`config.mk`:
```
export PLATFORM = sky130hd
export DESIGN_NAME = sar_adc_control
export DESIGN_NICKNAME = d
export VERILOG_FILES = /design/src/sar_adc_pkg.sv /design/src/conv_clock_divider.sv /design/src/sar_adc_control.sv
export SDC_FILE = /design/constraint.sdc
export NUM_CORES = 1
export LEC_CHECK = 0
export ABC_CLOCK_PERIOD_IN_PS = 3450
export BUFFER_PORTS_ARGS = -buffer_cell sky130_fd_sc_hd__buf_2
export CAP_MARGIN = 25
export CELL_PAD_IN_SITES_DETAIL_PLACEMENT = 0
export CELL_PAD_IN_SITES_GLOBAL_PLACEMENT = 2
export CORE_ASPECT_RATIO = 1.4
export CORE_MARGIN = 2
export CORE_UTILIZATION = 30
export DETAILED_ROUTE_END_ITERATION = 6
export PLACE_DENSITY_LB_ADDON = 0.1
export SLEW_MARGIN = 20
export SYNTH_ARGS = -nofsm -noshare
export SYNTH_HDL_FRONTEND = slang
export SYNTH_SLANG_ARGS = --single-unit
```
`constraint.sdc`:
```
create_clock -name mclk -period 3.45 [get_ports mclk]
set_clock_uncertainty 0.1 [all_clocks]
set_input_delay 0.8625 -clock mclk [delete_from_list [all_inputs] [get_ports mclk]]
set_output_delay 0.8625 -clock mclk [all_outputs]
set_load 0.02 [all_outputs]
```
`src/sar_adc_pkg.sv`:
```
package sar_adc_pkg;

	// ==========================================================
	// Widths.
	localparam int ADDR_W   = 16;
	localparam int DATA_W   = 16;
	localparam int RES_W    = 10;
	localparam int CH_W     = 3;
	localparam int NUM_PINS = 6;
	localparam int MODE_W   = 8;
	localparam int DIV_W    = 5;
	localparam int STEP_W   = 6;

	// ==========================================================
	// Register addresses.
	localparam logic [ADDR_W-1:0] MODE_ADDR   = 16'hFF8D;
	localparam logic [ADDR_W-1:0] CHSEL_ADDR  = 16'hFF8E;
	localparam logic [ADDR_W-1:0] RES_LO_ADDR = 16'hFF06;
	localparam logic [ADDR_W-1:0] RES_HI_ADDR = 16'hFF07;
	localparam logic [ADDR_W-1:0] UPPER_ADDR  = 16'hFF1F;
	localparam logic [ADDR_W-1:0] STATUS_ADDR = 16'hFF1E;
	localparam logic [ADDR_W-1:0] PINCFG_ADDR = 16'hFF2E;

	// ==========================================================
	// Mode register fields.
	localparam int RUN_BIT = 7;
	localparam int FR_MSB  = 6;
	localparam int FR_LSB  = 3;
	localparam int LV_MSB  = 2;
	localparam int LV_LSB  = 1;
	localparam int CE_BIT  = 0;

	// Status register fields.
	localparam int STAT_BUSY_BIT    = 0;
	localparam int STAT_INVALID_BIT = 1;
	localparam int STAT_COMP_ON_BIT = 2;

	// ==========================================================
	// Reset values.
	localparam logic [MODE_W-1:0]   MODE_RESET   = 8'h00;
	localparam logic [CH_W-1:0]     CHSEL_RESET  = 3'h0;
	localparam logic [NUM_PINS-1:0] PINCFG_RESET = 6'h3F;
	localparam logic [DATA_W-1:0]   RESULT_RESET = 16'h0000;
	localparam logic [7:0]          UPPER_RESET  = 8'h00;
	localparam int                  RES_PAD_W    = DATA_W - RES_W;
	localparam logic [RES_PAD_W-1:0] RES_PAD     = 6'h00;
	localparam logic [RES_W-1:0]    RES_MSB_MASK = 10'h200;

	// ==========================================================
	// Timing: conversion clocks per conversion and divider ratios.
	localparam logic [1:0]        LV_LOW_RANGE      = 2'b01;
	localparam logic [STEP_W-1:0] CONV_CLKS_NORMAL  = 6'h16;
	localparam logic [STEP_W-1:0] CONV_CLKS_LOW     = 6'h28;
	localparam logic [STEP_W-1:0] SAMPLE_CLKS_NORMAL = CONV_CLKS_NORMAL - STEP_W'(RES_W + 1);
	localparam logic [STEP_W-1:0] SAMPLE_CLKS_LOW    = CONV_CLKS_LOW - STEP_W'(RES_W + 1);
	localparam logic [DIV_W-1:0]  DIV_BY_16 = 5'h10;
	localparam logic [DIV_W-1:0]  DIV_BY_12 = 5'h0C;
	localparam logic [DIV_W-1:0]  DIV_BY_8  = 5'h08;
	localparam logic [DIV_W-1:0]  DIV_BY_6  = 5'h06;
	localparam logic [DIV_W-1:0]  DIV_BY_4  = 5'h04;
	localparam logic [DIV_W-1:0]  DIV_BY_3  = 5'h03;
	localparam logic [DIV_W-1:0]  DIV_BY_2  = 5'h02;

	// ==========================================================
	// Conversion sequencer states.
	typedef enum logic [3:0] {
		ST_IDLE     = 4'b0001,
		ST_SAMPLE   = 4'b0010,
		ST_CONVERT  = 4'b0100,
		ST_TRANSFER = 4'b1000
	} conv_state_t;

	// Maps the conversion-time field to the peripheral clock divider.
	// Prohibited codes fall back to the slowest ratio.
	function automatic logic [DIV_W-1:0] conv_divider(input logic [3:0] fr);
		logic [DIV_W-1:0] d;
		d = DIV_BY_16;
		case (fr)
			4'h0: d = DIV_BY_12;
			4'h1: d = DIV_BY_8;
			4'h2: d = DIV_BY_6;
			4'h3: d = DIV_BY_4;
			4'h4: d = DIV_BY_3;
			4'h5: d = DIV_BY_2;
			default: d = DIV_BY_16;
		endcase
		return d;
	endfunction

endpackage

```
`src/conv_clock_divider.sv`:
```
module conv_clock_divider
	import sar_adc_pkg::*;
(
	input  wire logic                          mclk,
	input  wire logic                          rst,
	input  wire logic                          enable,
	input  wire logic [sar_adc_pkg::DIV_W-1:0] ratio,
	output logic                               tick
);

	// ==========================================================
	// Counter state.
	logic [DIV_W-1:0] cnt_q;
	logic [DIV_W-1:0] cnt_d;
	logic             wrap;

	// The counter restarts while disabled so every conversion starts in phase.
	assign wrap  = (cnt_q == (ratio - DIV_W'(1)));
	assign tick  = enable & wrap;
	assign cnt_d = (!enable || wrap) ? '0 : cnt_q + DIV_W'(1);

	// Counter register.
	always_ff @(posedge mclk) begin
		if (rst) begin
			cnt_q <= '0;
		end else begin
			cnt_q <= cnt_d;
		end
	end

endmodule

```
`src/sar_adc_control.sv`:
```
// What this block does
// - Converts the chosen one of six inputs at 10 bits repeatedly while running.
// - Pulses the completion interrupt once at the end of each conversion.
// - Samples the selected input at start and holds it through conversion.
// - Resolves one bit per step, most significant bit first, down to bit zero.
// - After the last bit, copies the approximation into both result registers.
// - Wide result holds the ten bits at the top, low six bits read zero.
// - Byte result holds the upper eight bits of each conversion.
// - Result reads flag a bus wait cycle; software avoids them with clock stopped.
// - Mode register at its fixed address takes byte writes, resets to zero.
// - Mode bit 7 runs, bits 6-3 time, bits 2-1 range, bit 0 comparator.
// - Run and comparator enable both low means stopped and comparator unpowered.
// - Run low with comparator enable high powers the comparator only, no conversion.
// - Run high converts regardless; without comparator enable the first result is invalid.
// - Mode writes flag a bus wait cycle; software avoids them with clock stopped.
// - Pin configuration register sets each of six pins analog or digital.
// - Channel select register chooses which pin feeds the sample and hold.
// - Wide result high byte holds upper eight bits, low byte top two bits the rest.
//
// Design decision made here: strobed register access.
module sar_adc_control
	import sar_adc_pkg::*;
(
	input  wire logic                             mclk,
	input  wire logic                             rst,
	input  wire logic [sar_adc_pkg::ADDR_W-1:0]   bus_addr,
	input  wire logic [sar_adc_pkg::DATA_W-1:0]   bus_wdata,
	input  wire logic                             bus_wr,
	input  wire logic                             bus_rd,
	output logic      [sar_adc_pkg::DATA_W-1:0]   bus_rdata,
	output logic                                  bus_wait,
	input  wire logic                             comp_pin,
	output logic      [sar_adc_pkg::RES_W-1:0]    trial_code,
	output logic                                  sample_track,
	output logic                                  hold_active,
	output logic                                  comparator_power,
	output logic      [sar_adc_pkg::CH_W-1:0]     input_mux_sel,
	output logic      [sar_adc_pkg::NUM_PINS-1:0] analog_pin_en,
	output logic      [1:0]                       voltage_range,
	output logic                                  conversion_done_irq
);

	// ==========================================================
	// Declarations.
	logic [MODE_W-1:0]   mode_q;
	logic [CH_W-1:0]     chsel_q;
	logic [NUM_PINS-1:0] pincfg_q;
	logic [DATA_W-1:0]   result_wide_q;
	logic [7:0]          result_upper_q;
	logic [DATA_W-1:0]   rdata_q;
	logic [DATA_W-1:0]   rdata_d;
	logic                sync1_q;
	logic                sync2_q;
	logic                sync3_q;
	logic                comp_q;
	conv_state_t         state_q;
	conv_state_t         state_d;
	logic [RES_W-1:0]    sar_q;
	logic [RES_W-1:0]    sar_d;
	logic [RES_W-1:0]    mask_q;
	logic [RES_W-1:0]    mask_d;
	logic [RES_W-1:0]    trial_q;
	logic [STEP_W-1:0]   step_q;
	logic [STEP_W-1:0]   step_d;
	logic [CH_W-1:0]     chan_hold_q;
	logic                first_q;
	logic                ce_at_start_q;
	logic                invalid_q;
	logic                done_q;
	logic                ad_tick;
	logic                run_bit;
	logic                ce_bit;
	logic [3:0]          fr_field;
	logic [1:0]          lv_field;
	logic [STEP_W-1:0]   sample_clks;
	logic                hit_mode;
	logic                hit_chsel;
	logic                hit_pincfg;
	logic                hit_res_lo;
	logic                hit_res_hi;
	logic                hit_upper;
	logic                hit_status;
	logic                wr_mode;
	logic                start_conv;
	logic                do_transfer;
	logic                last_bit;
	logic [DATA_W-1:0]   wide_value;
	logic [DATA_W-1:0]   status_word;

	// ==========================================================
	// Mode field extraction and pin-level controls.

	// Mode fields feed the sequencer and the analog front end.
	assign run_bit     = mode_q[RUN_BIT];
	assign ce_bit      = mode_q[CE_BIT];
	assign fr_field    = mode_q[FR_MSB:FR_LSB];
	assign lv_field    = mode_q[LV_MSB:LV_LSB];
	assign sample_clks = (lv_field == LV_LOW_RANGE) ? SAMPLE_CLKS_LOW : SAMPLE_CLKS_NORMAL;

	// The comparator is powered whenever either control bit is set.
	assign comparator_power = run_bit | ce_bit;
	assign voltage_range    = lv_field;
	assign analog_pin_en    = pincfg_q;
	assign input_mux_sel    = chan_hold_q;
	assign trial_code       = trial_q;

	// Track while sampling, hold once the bit steps begin.
	assign sample_track = state_q[1];
	assign hold_active  = state_q[2] | state_q[3];
	assign conversion_done_irq = done_q;

	// ==========================================================
	// Register bus decode.

	// Address comparisons shared by writes, reads and the wait flag.
	assign hit_mode   = (bus_addr == MODE_ADDR);
	assign hit_chsel  = (bus_addr == CHSEL_ADDR);
	assign hit_pincfg = (bus_addr == PINCFG_ADDR);
	assign hit_res_lo = (bus_addr == RES_LO_ADDR);
	assign hit_res_hi = (bus_addr == RES_HI_ADDR);
	assign hit_upper  = (bus_addr == UPPER_ADDR);
	assign hit_status = (bus_addr == STATUS_ADDR);
	assign wr_mode    = bus_wr & hit_mode;

	// A result read or mode write marks the access as one that stretches the cycle.
	assign bus_wait = (bus_rd & (hit_res_lo | hit_res_hi | hit_upper)) | wr_mode;

	// Status word shows sequencer activity and the validity of the last result.
	assign status_word = {{(DATA_W - 3){1'b0}}, comparator_power, invalid_q, ~state_q[0]};

	// Read data selection, latched for the following cycle.
	always_comb begin
		rdata_d = '0;
		if (!bus_rd) begin
			rdata_d = '0;
		end else if (hit_mode) begin
			rdata_d = {8'h00, mode_q};
		end else if (hit_chsel) begin
			rdata_d = {{(DATA_W - CH_W){1'b0}}, chsel_q};
		end else if (hit_pincfg) begin
			rdata_d = {{(DATA_W - NUM_PINS){1'b0}}, pincfg_q};
		end else if (hit_res_lo) begin
			rdata_d = result_wide_q;
		end else if (hit_res_hi) begin
			rdata_d = {8'h00, result_wide_q[DATA_W-1:8]};
		end else if (hit_upper) begin
			rdata_d = {8'h00, result_upper_q};
		end else if (hit_status) begin
			rdata_d = status_word;
		end else begin
			rdata_d = '0;
		end
	end

	assign bus_rdata = rdata_q;

	// Read data register: valid only in the cycle after the read strobe.
	always_ff @(posedge mclk) begin
		if (rst) begin
			rdata_q <= '0;
		end else begin
			rdata_q <= rdata_d;
		end
	end

	// Software-written control registers.
	always_ff @(posedge mclk) begin
		if (rst) begin
			mode_q   <= MODE_RESET;
			chsel_q  <= CHSEL_RESET;
			pincfg_q <= PINCFG_RESET;
		end else if (bus_wr) begin
			if (hit_mode) begin
				mode_q <= bus_wdata[MODE_W-1:0];
			end
			if (hit_chsel) begin
				chsel_q <= bus_wdata[CH_W-1:0];
			end
			if (hit_pincfg) begin
				pincfg_q <= bus_wdata[NUM_PINS-1:0];
			end
		end
	end

	// ==========================================================
	// Comparator input synchroniser and agreement filter.

	// Three stages; the decision follows only once stages two and three agree.
	always_ff @(posedge mclk) begin
		if (rst) begin
			sync1_q <= 1'b0;
			sync2_q <= 1'b0;
			sync3_q <= 1'b0;
			comp_q  <= 1'b0;
		end else begin
			sync1_q <= comp_pin;
			sync2_q <= sync1_q;
			sync3_q <= sync2_q;
			if (sync2_q == sync3_q) begin
				comp_q <= sync3_q;
			end
		end
	end

	// ==========================================================
	// Conversion clock.

	// The conversion clock only runs while conversion is enabled.
	conv_clock_divider u_div (
		.mclk   (mclk),
		.rst    (rst),
		.enable (run_bit),
		.ratio  (conv_divider(fr_field)),
		.tick   (ad_tick)
	);

	// ==========================================================
	// Conversion sequencer.

	assign start_conv  = state_q[0] & run_bit;
	assign last_bit    = mask_q[0];
	assign do_transfer = state_q[3] & ad_tick & run_bit;

	// Next-state, step counter and approximation update.
	always_comb begin
		state_d = state_q;
		step_d  = step_q;
		sar_d   = sar_q;
		mask_d  = mask_q;
		if (!run_bit) begin
			state_d = ST_IDLE;
			mask_d  = '0;
		end else begin
			case (state_q)
				ST_IDLE: begin
					state_d = ST_SAMPLE;
					step_d  = sample_clks - STEP_W'(1);
				end
				ST_SAMPLE: begin
					if (ad_tick) begin
						if (step_q == '0) begin
							state_d = ST_CONVERT;
							sar_d   = '0;
							mask_d  = RES_MSB_MASK;
						end else begin
							step_d = step_q - STEP_W'(1);
						end
					end
				end
				ST_CONVERT: begin
					if (ad_tick) begin
						sar_d  = comp_q ? (sar_q | mask_q) : sar_q;
						mask_d = mask_q >> 1;
						if (last_bit) begin
							state_d = ST_TRANSFER;
						end
					end
				end
				ST_TRANSFER: begin
					if (ad_tick) begin
						state_d = ST_SAMPLE;
						step_d  = sample_clks - STEP_W'(1);
					end
				end
				default: begin
					state_d = ST_IDLE;
				end
			endcase
		end
	end

	// Sequencer registers; the trial code follows the next approximation.
	always_ff @(posedge mclk) begin
		if (rst) begin
			state_q <= ST_IDLE;
			step_q  <= '0;
			sar_q   <= '0;
			mask_q  <= '0;
			trial_q <= '0;
		end else begin
			state_q <= state_d;
			step_q  <= step_d;
			sar_q   <= sar_d;
			mask_q  <= mask_d;
			trial_q <= sar_d | mask_d;
		end
	end

	// Channel is frozen when sampling begins and held to the end of conversion.
	always_ff @(posedge mclk) begin
		if (rst) begin
			chan_hold_q <= CHSEL_RESET;
		end else if ((state_q[0] | state_q[3]) && state_d == ST_SAMPLE) begin
			chan_hold_q <= chsel_q;
		end
	end

	// ==========================================================
	// Result transfer and first-result validity.

	assign wide_value = {sar_q, RES_PAD};

	// Results load from the approximation register after the last bit.
	always_ff @(posedge mclk) begin
		if (rst) begin
			result_wide_q  <= RESULT_RESET;
			result_upper_q <= UPPER_RESET;
			done_q         <= 1'b0;
		end else begin
			done_q <= do_transfer;
			if (do_transfer) begin
				result_wide_q  <= wide_value;
				result_upper_q <= sar_q[RES_W-1:RES_W-8];
			end
		end
	end

	// A run started with the comparator off marks its first result invalid.
	always_ff @(posedge mclk) begin
		if (rst) begin
			first_q       <= 1'b0;
			ce_at_start_q <= 1'b0;
			invalid_q     <= 1'b0;
		end else begin
			if (start_conv) begin
				first_q       <= 1'b1;
				ce_at_start_q <= ce_bit;
			end else if (do_transfer) begin
				first_q   <= 1'b0;
				invalid_q <= first_q & ~ce_at_start_q;
			end
		end
	end

endmodule

```
# After elaboration in Yosys (flattened, before gate mapping)
# Cells that the tools add are included.
# W data, S select, Z words.
dict set report classes {
  shift 0
  magnitude_cmp 0
  n_eq_ne 23
  add_sub_neg 4
  bitwise 19
  reduce_logical 15
  mux 33
  n_mul 0
  div_mod_pow 0
}
# operator count
set op_table {}
lappend op_table {{$eq A16 B16 Y1 const B} 7}
lappend op_table {{$mux W10} 9}
lappend op_table {{$mux W8} 5}
lappend op_table {{$pmux W10 S2} 2}
lappend op_table {{$pmux W5 S6} 1}
lappend op_table {{$mux W4} 6}
lappend op_table {{$or A10 B10 Y10} 2}
lappend op_table {{$mux W6} 3}
lappend op_table {{$pmux W6 S3} 1}
lappend op_table {{$eq A4 B2 Y1 const B} 4}
lappend op_table {{$mux W16} 1}
lappend op_table {{$pmux W4 S4} 1}
lappend op_table {{$eq A4 B3 Y1 const B} 3}
lappend op_table {{$eq A4 B1 Y1 const B} 2}
lappend op_table {{$reduce_and A2 Y1} 4}
lappend op_table {{$and A1 B1 Y1} 7}
lappend op_table {{$logic_not A6 Y1} 1}
lappend op_table {{$ne A2 B2 Y1 const B} 3}
lappend op_table {{$or A1 B1 Y1} 6}
lappend op_table {{$sub A5 B1 Y6 const B} 1}
lappend op_table {{$sub A6 B1 Y6 const B} 1}
lappend op_table {{$add A5 B1 Y5 const B} 1}
lappend op_table {{$eq A5 B5 Y1} 1}
lappend op_table {{$mux W5} 1}
lappend op_table {{16 further kinds} 21}
dict set report word_totals {
  latchBits 0
  mem_bits_rw 0
  ff_bits 107
  in_bits 37
  mem_count 0
  romBits 0
  word_cells 116
  out_inout_bits 42
}

# Logic depth before layout (Yosys ltp)
dict set report logic_depth {
  ltp_word 10
  ltp_mapped 13
  mapped_depth_nobuf 10
}

# By module
# Synthesis repeated with hierarchy kept, for this count alone.
dict set report unflattened {
  hier_cells 486
  hier_area_um2 4311.6
}
# mod area_each_um2 cells_each seq_area_each_um2 n_inst
set by_module_without_submodules {}
lappend by_module_without_submodules {sar_adc_control 3975.1 447 1881.8 1}
lappend by_module_without_submodules {conv_clock_divider 336.6 39 100.1 1}

# Worst setup path before layout
# No wires, ideal clock.
dict set report synth_path {
  path_type {input-to-output}
  from {input port bus_addr[6] (netlist bit)}
  to {output port bus_wait}
  path_buffers 0
  setup_slack_ns -0.124
  arrival_time_ns 2.612
  path_stages 5
  required_time_ns 2.487
  cell_sequence {and4b_1 > nand4_1 > nor4_1 > nand2_1 > nand2_1}
}
dict set report synth_via {
  elab_chain_cells 5
  word_cells_on_any_way 9
  classes_between {4 x eq/ne; 5 x bitwise}
}
# element line
set synth_lines {}
lappend synth_lines {{start: declaration} sar_adc_control.sv:26} ;# input wire logic [sar_adc_pkg::ADDR_W-1:0] bus_addr,
lappend synth_lines {{$eq A16 B16 Y1 (on tied branches)} {sar_adc_control.sv:119, sar_adc_control.sv:120}}
lappend synth_lines {{$or A1 B1 Y1 (2 in series)} sar_adc_control.sv:126} ;# assign bus_wait = (bus_rd & (hit_res_lo | hit_res_hi | hit_upper)) | wr_mode;
lappend synth_lines {{$and A1 B1 Y1} sar_adc_control.sv:126}
lappend synth_lines {{$or A1 B1 Y1 *} sar_adc_control.sv:126}
lappend synth_lines {{end: declaration} sar_adc_control.sv:31} ;# output logic bus_wait,
# Mark *: on every way between the ends. The rest lies on a longest branch, timed or not.

# Worst setup path after layout
dict set report layout_path {
  from {register mode_q[5]}
  to {register step_q[2]}
}
dict set report layout_via {
  elab_chain_cells 7
  word_cells_on_any_way 13
  classes_between {1 x add/sub; 8 x eq/ne; 1 x mux; 1 x bitwise; 2 x reduce/logical}
}
# element line
set layout_lines {}
lappend layout_lines {{start: declaration} sar_adc_control.sv:45} ;# logic [MODE_W-1:0] mode_q;
lappend layout_lines {{start signal: assignment} sar_adc_control.sv:174} ;# mode_q <= bus_wdata[MODE_W-1:0];
lappend layout_lines {{$eq A4 B3 Y1 (tied with other cells)} sar_adc_pkg.sv:78} ;# case (fr)
lappend layout_lines {{$pmux W5 S6 *} sar_adc_pkg.sv:78}
lappend layout_lines {{$sub A5 B1 Y5 *} conv_clock_divider.sv:18} ;# assign wrap = (cnt_q == (ratio - DIV_W'(1)));
lappend layout_lines {{$eq A5 B5 Y1 *} conv_clock_divider.sv:18}
lappend layout_lines {{$and A1 B1 Y1 *} conv_clock_divider.sv:19} ;# assign tick = enable & wrap;
lappend layout_lines {{$ne A2 B2 Y1 (no source line)} n/a}
lappend layout_lines {{$reduce_and A5 Y1 (no source line) *} n/a}
lappend layout_lines {{end signal: assignment} sar_adc_control.sv:282} ;# step_q <= step_d;
lappend layout_lines {{end: declaration} sar_adc_control.sv:63} ;# logic [STEP_W-1:0] step_q;
# Marks and branches as above.
# A chain may end at the register's enable or synchronous reset.

==> results.py <==
metrics = {
    "timing": {
        "maxSlewHeadroom": 0.5483,
        "setup_viol": 0,
        "worstMarginPinSlew_ps": 671.3,
        "min_period_over_period": 0.9560,
        "fmax_mhz": 303.2,
        "fin_crit_ps": 3298,
        "fin_tns_setup_ps": 0,
        "slew_viol_final": 0,
        "hold_viol": 0,
    },
    "synthesis": {
        "yosysUniqueCellTypes": 65,
        "netlist_area_sq_um": 4197,
        "ys.flop_type": "dfxtp_1",
        "yosysWarnings": 0,
        "netlist.area_leader.share": 0.4723,
        "postSynthCellCount": 476,
        "syn-num-nets": 516,
        "ys_ff_latch": 99,
        "ys_seq_area_frac": 0.4723,
        "avgSynthCellArea_sq_um": 8.816,
        "synthArstFlopShare": 0,
        "yosysTopAreaCell": "dfxtp_1",
        "synth_edf_count": 0,
        "synthTopCellsByArea": "dfxtp_1, a21oi_1, nand3_1",
    },
    "route": {
        "viasPerCell": 5.120,
        "wl_mm": 13.04,
        "routedWlPerCell_um": 17.55,
        "drtIter0Drc": 168,
        "drtPass1Iterations": 4,
        "antenna_left": 0,
        "drcViolationCount": 0,
        "num_vias": 3804,
    },
    "global_routing": {
        "antenna_found_initial": 0,
        "grt_max_degree": 40,
        "grt_overflow_total": 0,
        "grt_pass1_wl_mm": 20.55,
        "track_usage": 0.1765,
        "grt_pass1_vias": 3746,
    },
    "hold_path": {
        "hold_depth": 1,
        "hold_end": "sync2_q",
        "hold_path.class": "reg -> reg",
        "hold_start": "sync1_q",
    },
    "cts": {
        "cts_tree": "yes",
        "cts-root-buf": "clkbuf_16",
        "h-tree-depth": 3,
        "clockBufferDepth": 2,
        "postCtsSetupRepairBufs": 0,
        "cts_sinks": 99,
        "numCtsBuffers": 9,
        "clk_pin_slew_ps": 80,
        "clk_latency_ps": 350,
    },
    "run_status": {
        "outcome": "completed",
    },
    "placement": {
        "dp_hpwl_mm": 9.662,
        "gp_congestion": 0.7811,
        "port_buffers": 70,
    },
    "critical_path": {
        "worstReg2RegStart": "mode_q[5]",
        "r2r_cells": 10,
        "critPathLaunchType": "flip-flop",
        "max_stage_delay_ps": 570,
        "arrival_ps": 3460,
        "crit_fanout": 6,
        "crit_chain": "nor2_1 -> mux2i_1 -> or2_2 -> ha_1 -> nor4bb_1 -> or4_4 -> a221o_2 -> or4_4 -> o221a_1 -> o32ai_1",
        "r2r-end": "step_q[2]",
        "worstSetupPathType": "reg -> reg",
        "cp-end-kind": "flip-flop",
        "r2r_setup_slack_ps": 150,
        "cp_slowest_cell": "or4_4",
        "crit_top_cell": "or4_4",
        "crit_required_ps": 3610,
    },
    "floorplanning": {
        "start_util": 0.3045,
        "fp.coreArea_sq_um": 13780,
        "die_h_um": 143.9,
        "ios": 79,
        "rows": 51,
        "die_x_um": 104.0,
        "die-area_sq_um": 14960,
    },
    "job": {
        "cap_violations": 0,
    },
    "cells_and_area": {
        "fin_nets": 593,
        "diodes": 0,
        "post-route-util": 0.3763,
        "area_delta_synth_final_pct": 23.58,
        "layout_commonest_cell": "dfxtp_1",
        "nFillCells": 1483,
        "layout_common_cells": "dfxtp_1, buf_2, nand2_1",
        "drive_gt1_frac": 0.2401,
    },
    "pwr": {
        "peakVddDrop_v": 0.0003089,
        "p_per_area_nw_per_um2": 431.3,
        "leakage_nw": 2.034,
    },
}
[cells in the mapped netlist, types with 3 or more instances]
library cell  count
dfxtp_1          99
nand2_1          47
a21oi_1          40
nand3_1          38
nor2_1           36
clkbuf_1         19
and2_1           12
inv_1            12
nor3_1           11
o21ai_0          11
nand4_1          10
o31ai_1           9
mux2i_1           8
nor2b_1           7
o22ai_1           7
a22o_1            6
a31oi_1           6
nand2b_1          6
a221o_1           5
a222oi_1          5
nor4b_1           5
a2bb2oi_1         4
nand3b_1          4
or2_2             4
a21o_1            3
buf_2             3
ha_1              3
nor4_1            3
or4_1             3
xnor2_1           3
xor2_1            3
[routing by layer]
layer | vias up | global-route usage | part of all wire
met5 | - | 0 | 0
met3 | 11 | 0.02948 | 0.032
met1 | 1823 | 0.2042 | 0.41
met2 | 73 | 0.3321 | 0.54
li1 | 1897 | - | -
met4 | 0 | 0.05334 | 0.012
[repair_timing]
item / 4_1_cts / 5_1_grt
hold buffers: 0 / 0
gates resized for setup: 1 / 8
pin swaps: 0 / 1
endpoints found under the setup margin: 2 / 22
[registers in the layout, indices dropped and copies added, names as in the netlist, 3 cells and up]
| register | count |
|---|---|
| mode_q | 8 |
| trial_code | 10 |
| result_upper_q | 8 |
| sar_q | 10 |
| bus_rdata | 16 |
| u_div.cnt_q | 5 |
| analog_pin_en | 6 |
| step_q | 6 |
| mask_q | 10 |
| input_mux_sel | 3 |
| state_q | 4 |
| chsel_q | 3 |
[worst max path at each step]
stage	start	depth (start not counted)	to	slack, ps
final	mode_q[5]	10	step_q[2]	150
after global routing	mode_q[5]	12	trial_code[8]	-10
after CTS	mode_q[3]	12	trial_code[8]	10
after detailed placement	mode_q[5]	11	trial_code[8]	0.7
after global placement	mode_q[5]	11	trial_code[3]	50
after floorplan	bus_addr[6]	5	bus_wait	180
[area by class of cell]
type	count	area (sq um)	area share
Clock buffer	9	225.2	0.04343
Clock inverter	7	91.34	0.01761
Inverter	12	45.04	0.008685
Multi-Input combinational cell	337	2077	0.4005
Sequential cell	99	1986	0.3829
Tap cell	185	231.5	0.04463
Timing Repair Buffer	94	530.5	0.1023
[logic make-up after synthesis]
| group | share of synthesized area |
|---|---|
| simple gates | 0.2540 |
| compound gates | 0.1911 |
| fa+ha+maj | 0.008945 |
| xor+xnor | 0.01252 |
| flops | 0.4723 |
| buf+inv | 0.04204 |
| mux | 0.01908 |
[per-stage QoR]
| stage | setup WS, ps | instance area (sq um) | total power, mW | hold WS (ps) | instances |
|---|---|---|---|---|---|
| after floorplan | 182.7 | 4203 | 1.193 | 313.8 | 476 |
| after global placement | 47.19 | 4840 | 1.225 | 333.0 | 727 |
| after detailed placement | 0.6548 | 4840 | 1.225 | 349.3 | 727 |
| after CTS | 12.85 | 5161 | 2.267 | 360.3 | 743 |
| after global routing | -12.36 | 5186 | 2.319 | 368.3 | 743 |
| final | 151.8 | 5186 | 2.237 | 357.2 | 743 |
[where the power goes]
group	internal [mW]	leakage (nW)	switching (mW)
Combinational	0.0190	1.08	0.0355
Clock	0.521	0.152	0.518
Sequential	1.14	0.799	0.000556
[critical path: cells and delay by family (launching register included)]
| family | cells | cell delay [ps] |
|---|---|---|
| AND/OR/NAND/NOR | 5 | 1620 |
| AO/OA/AOI/OAI | 3 | 810 |
| flip-flops | 1 | 360 |
| adder cells (fa/ha/maj) | 1 | 240 |
| multiplexers | 1 | 70 |
No activity file was read; power rests on OpenSTA's default activity.
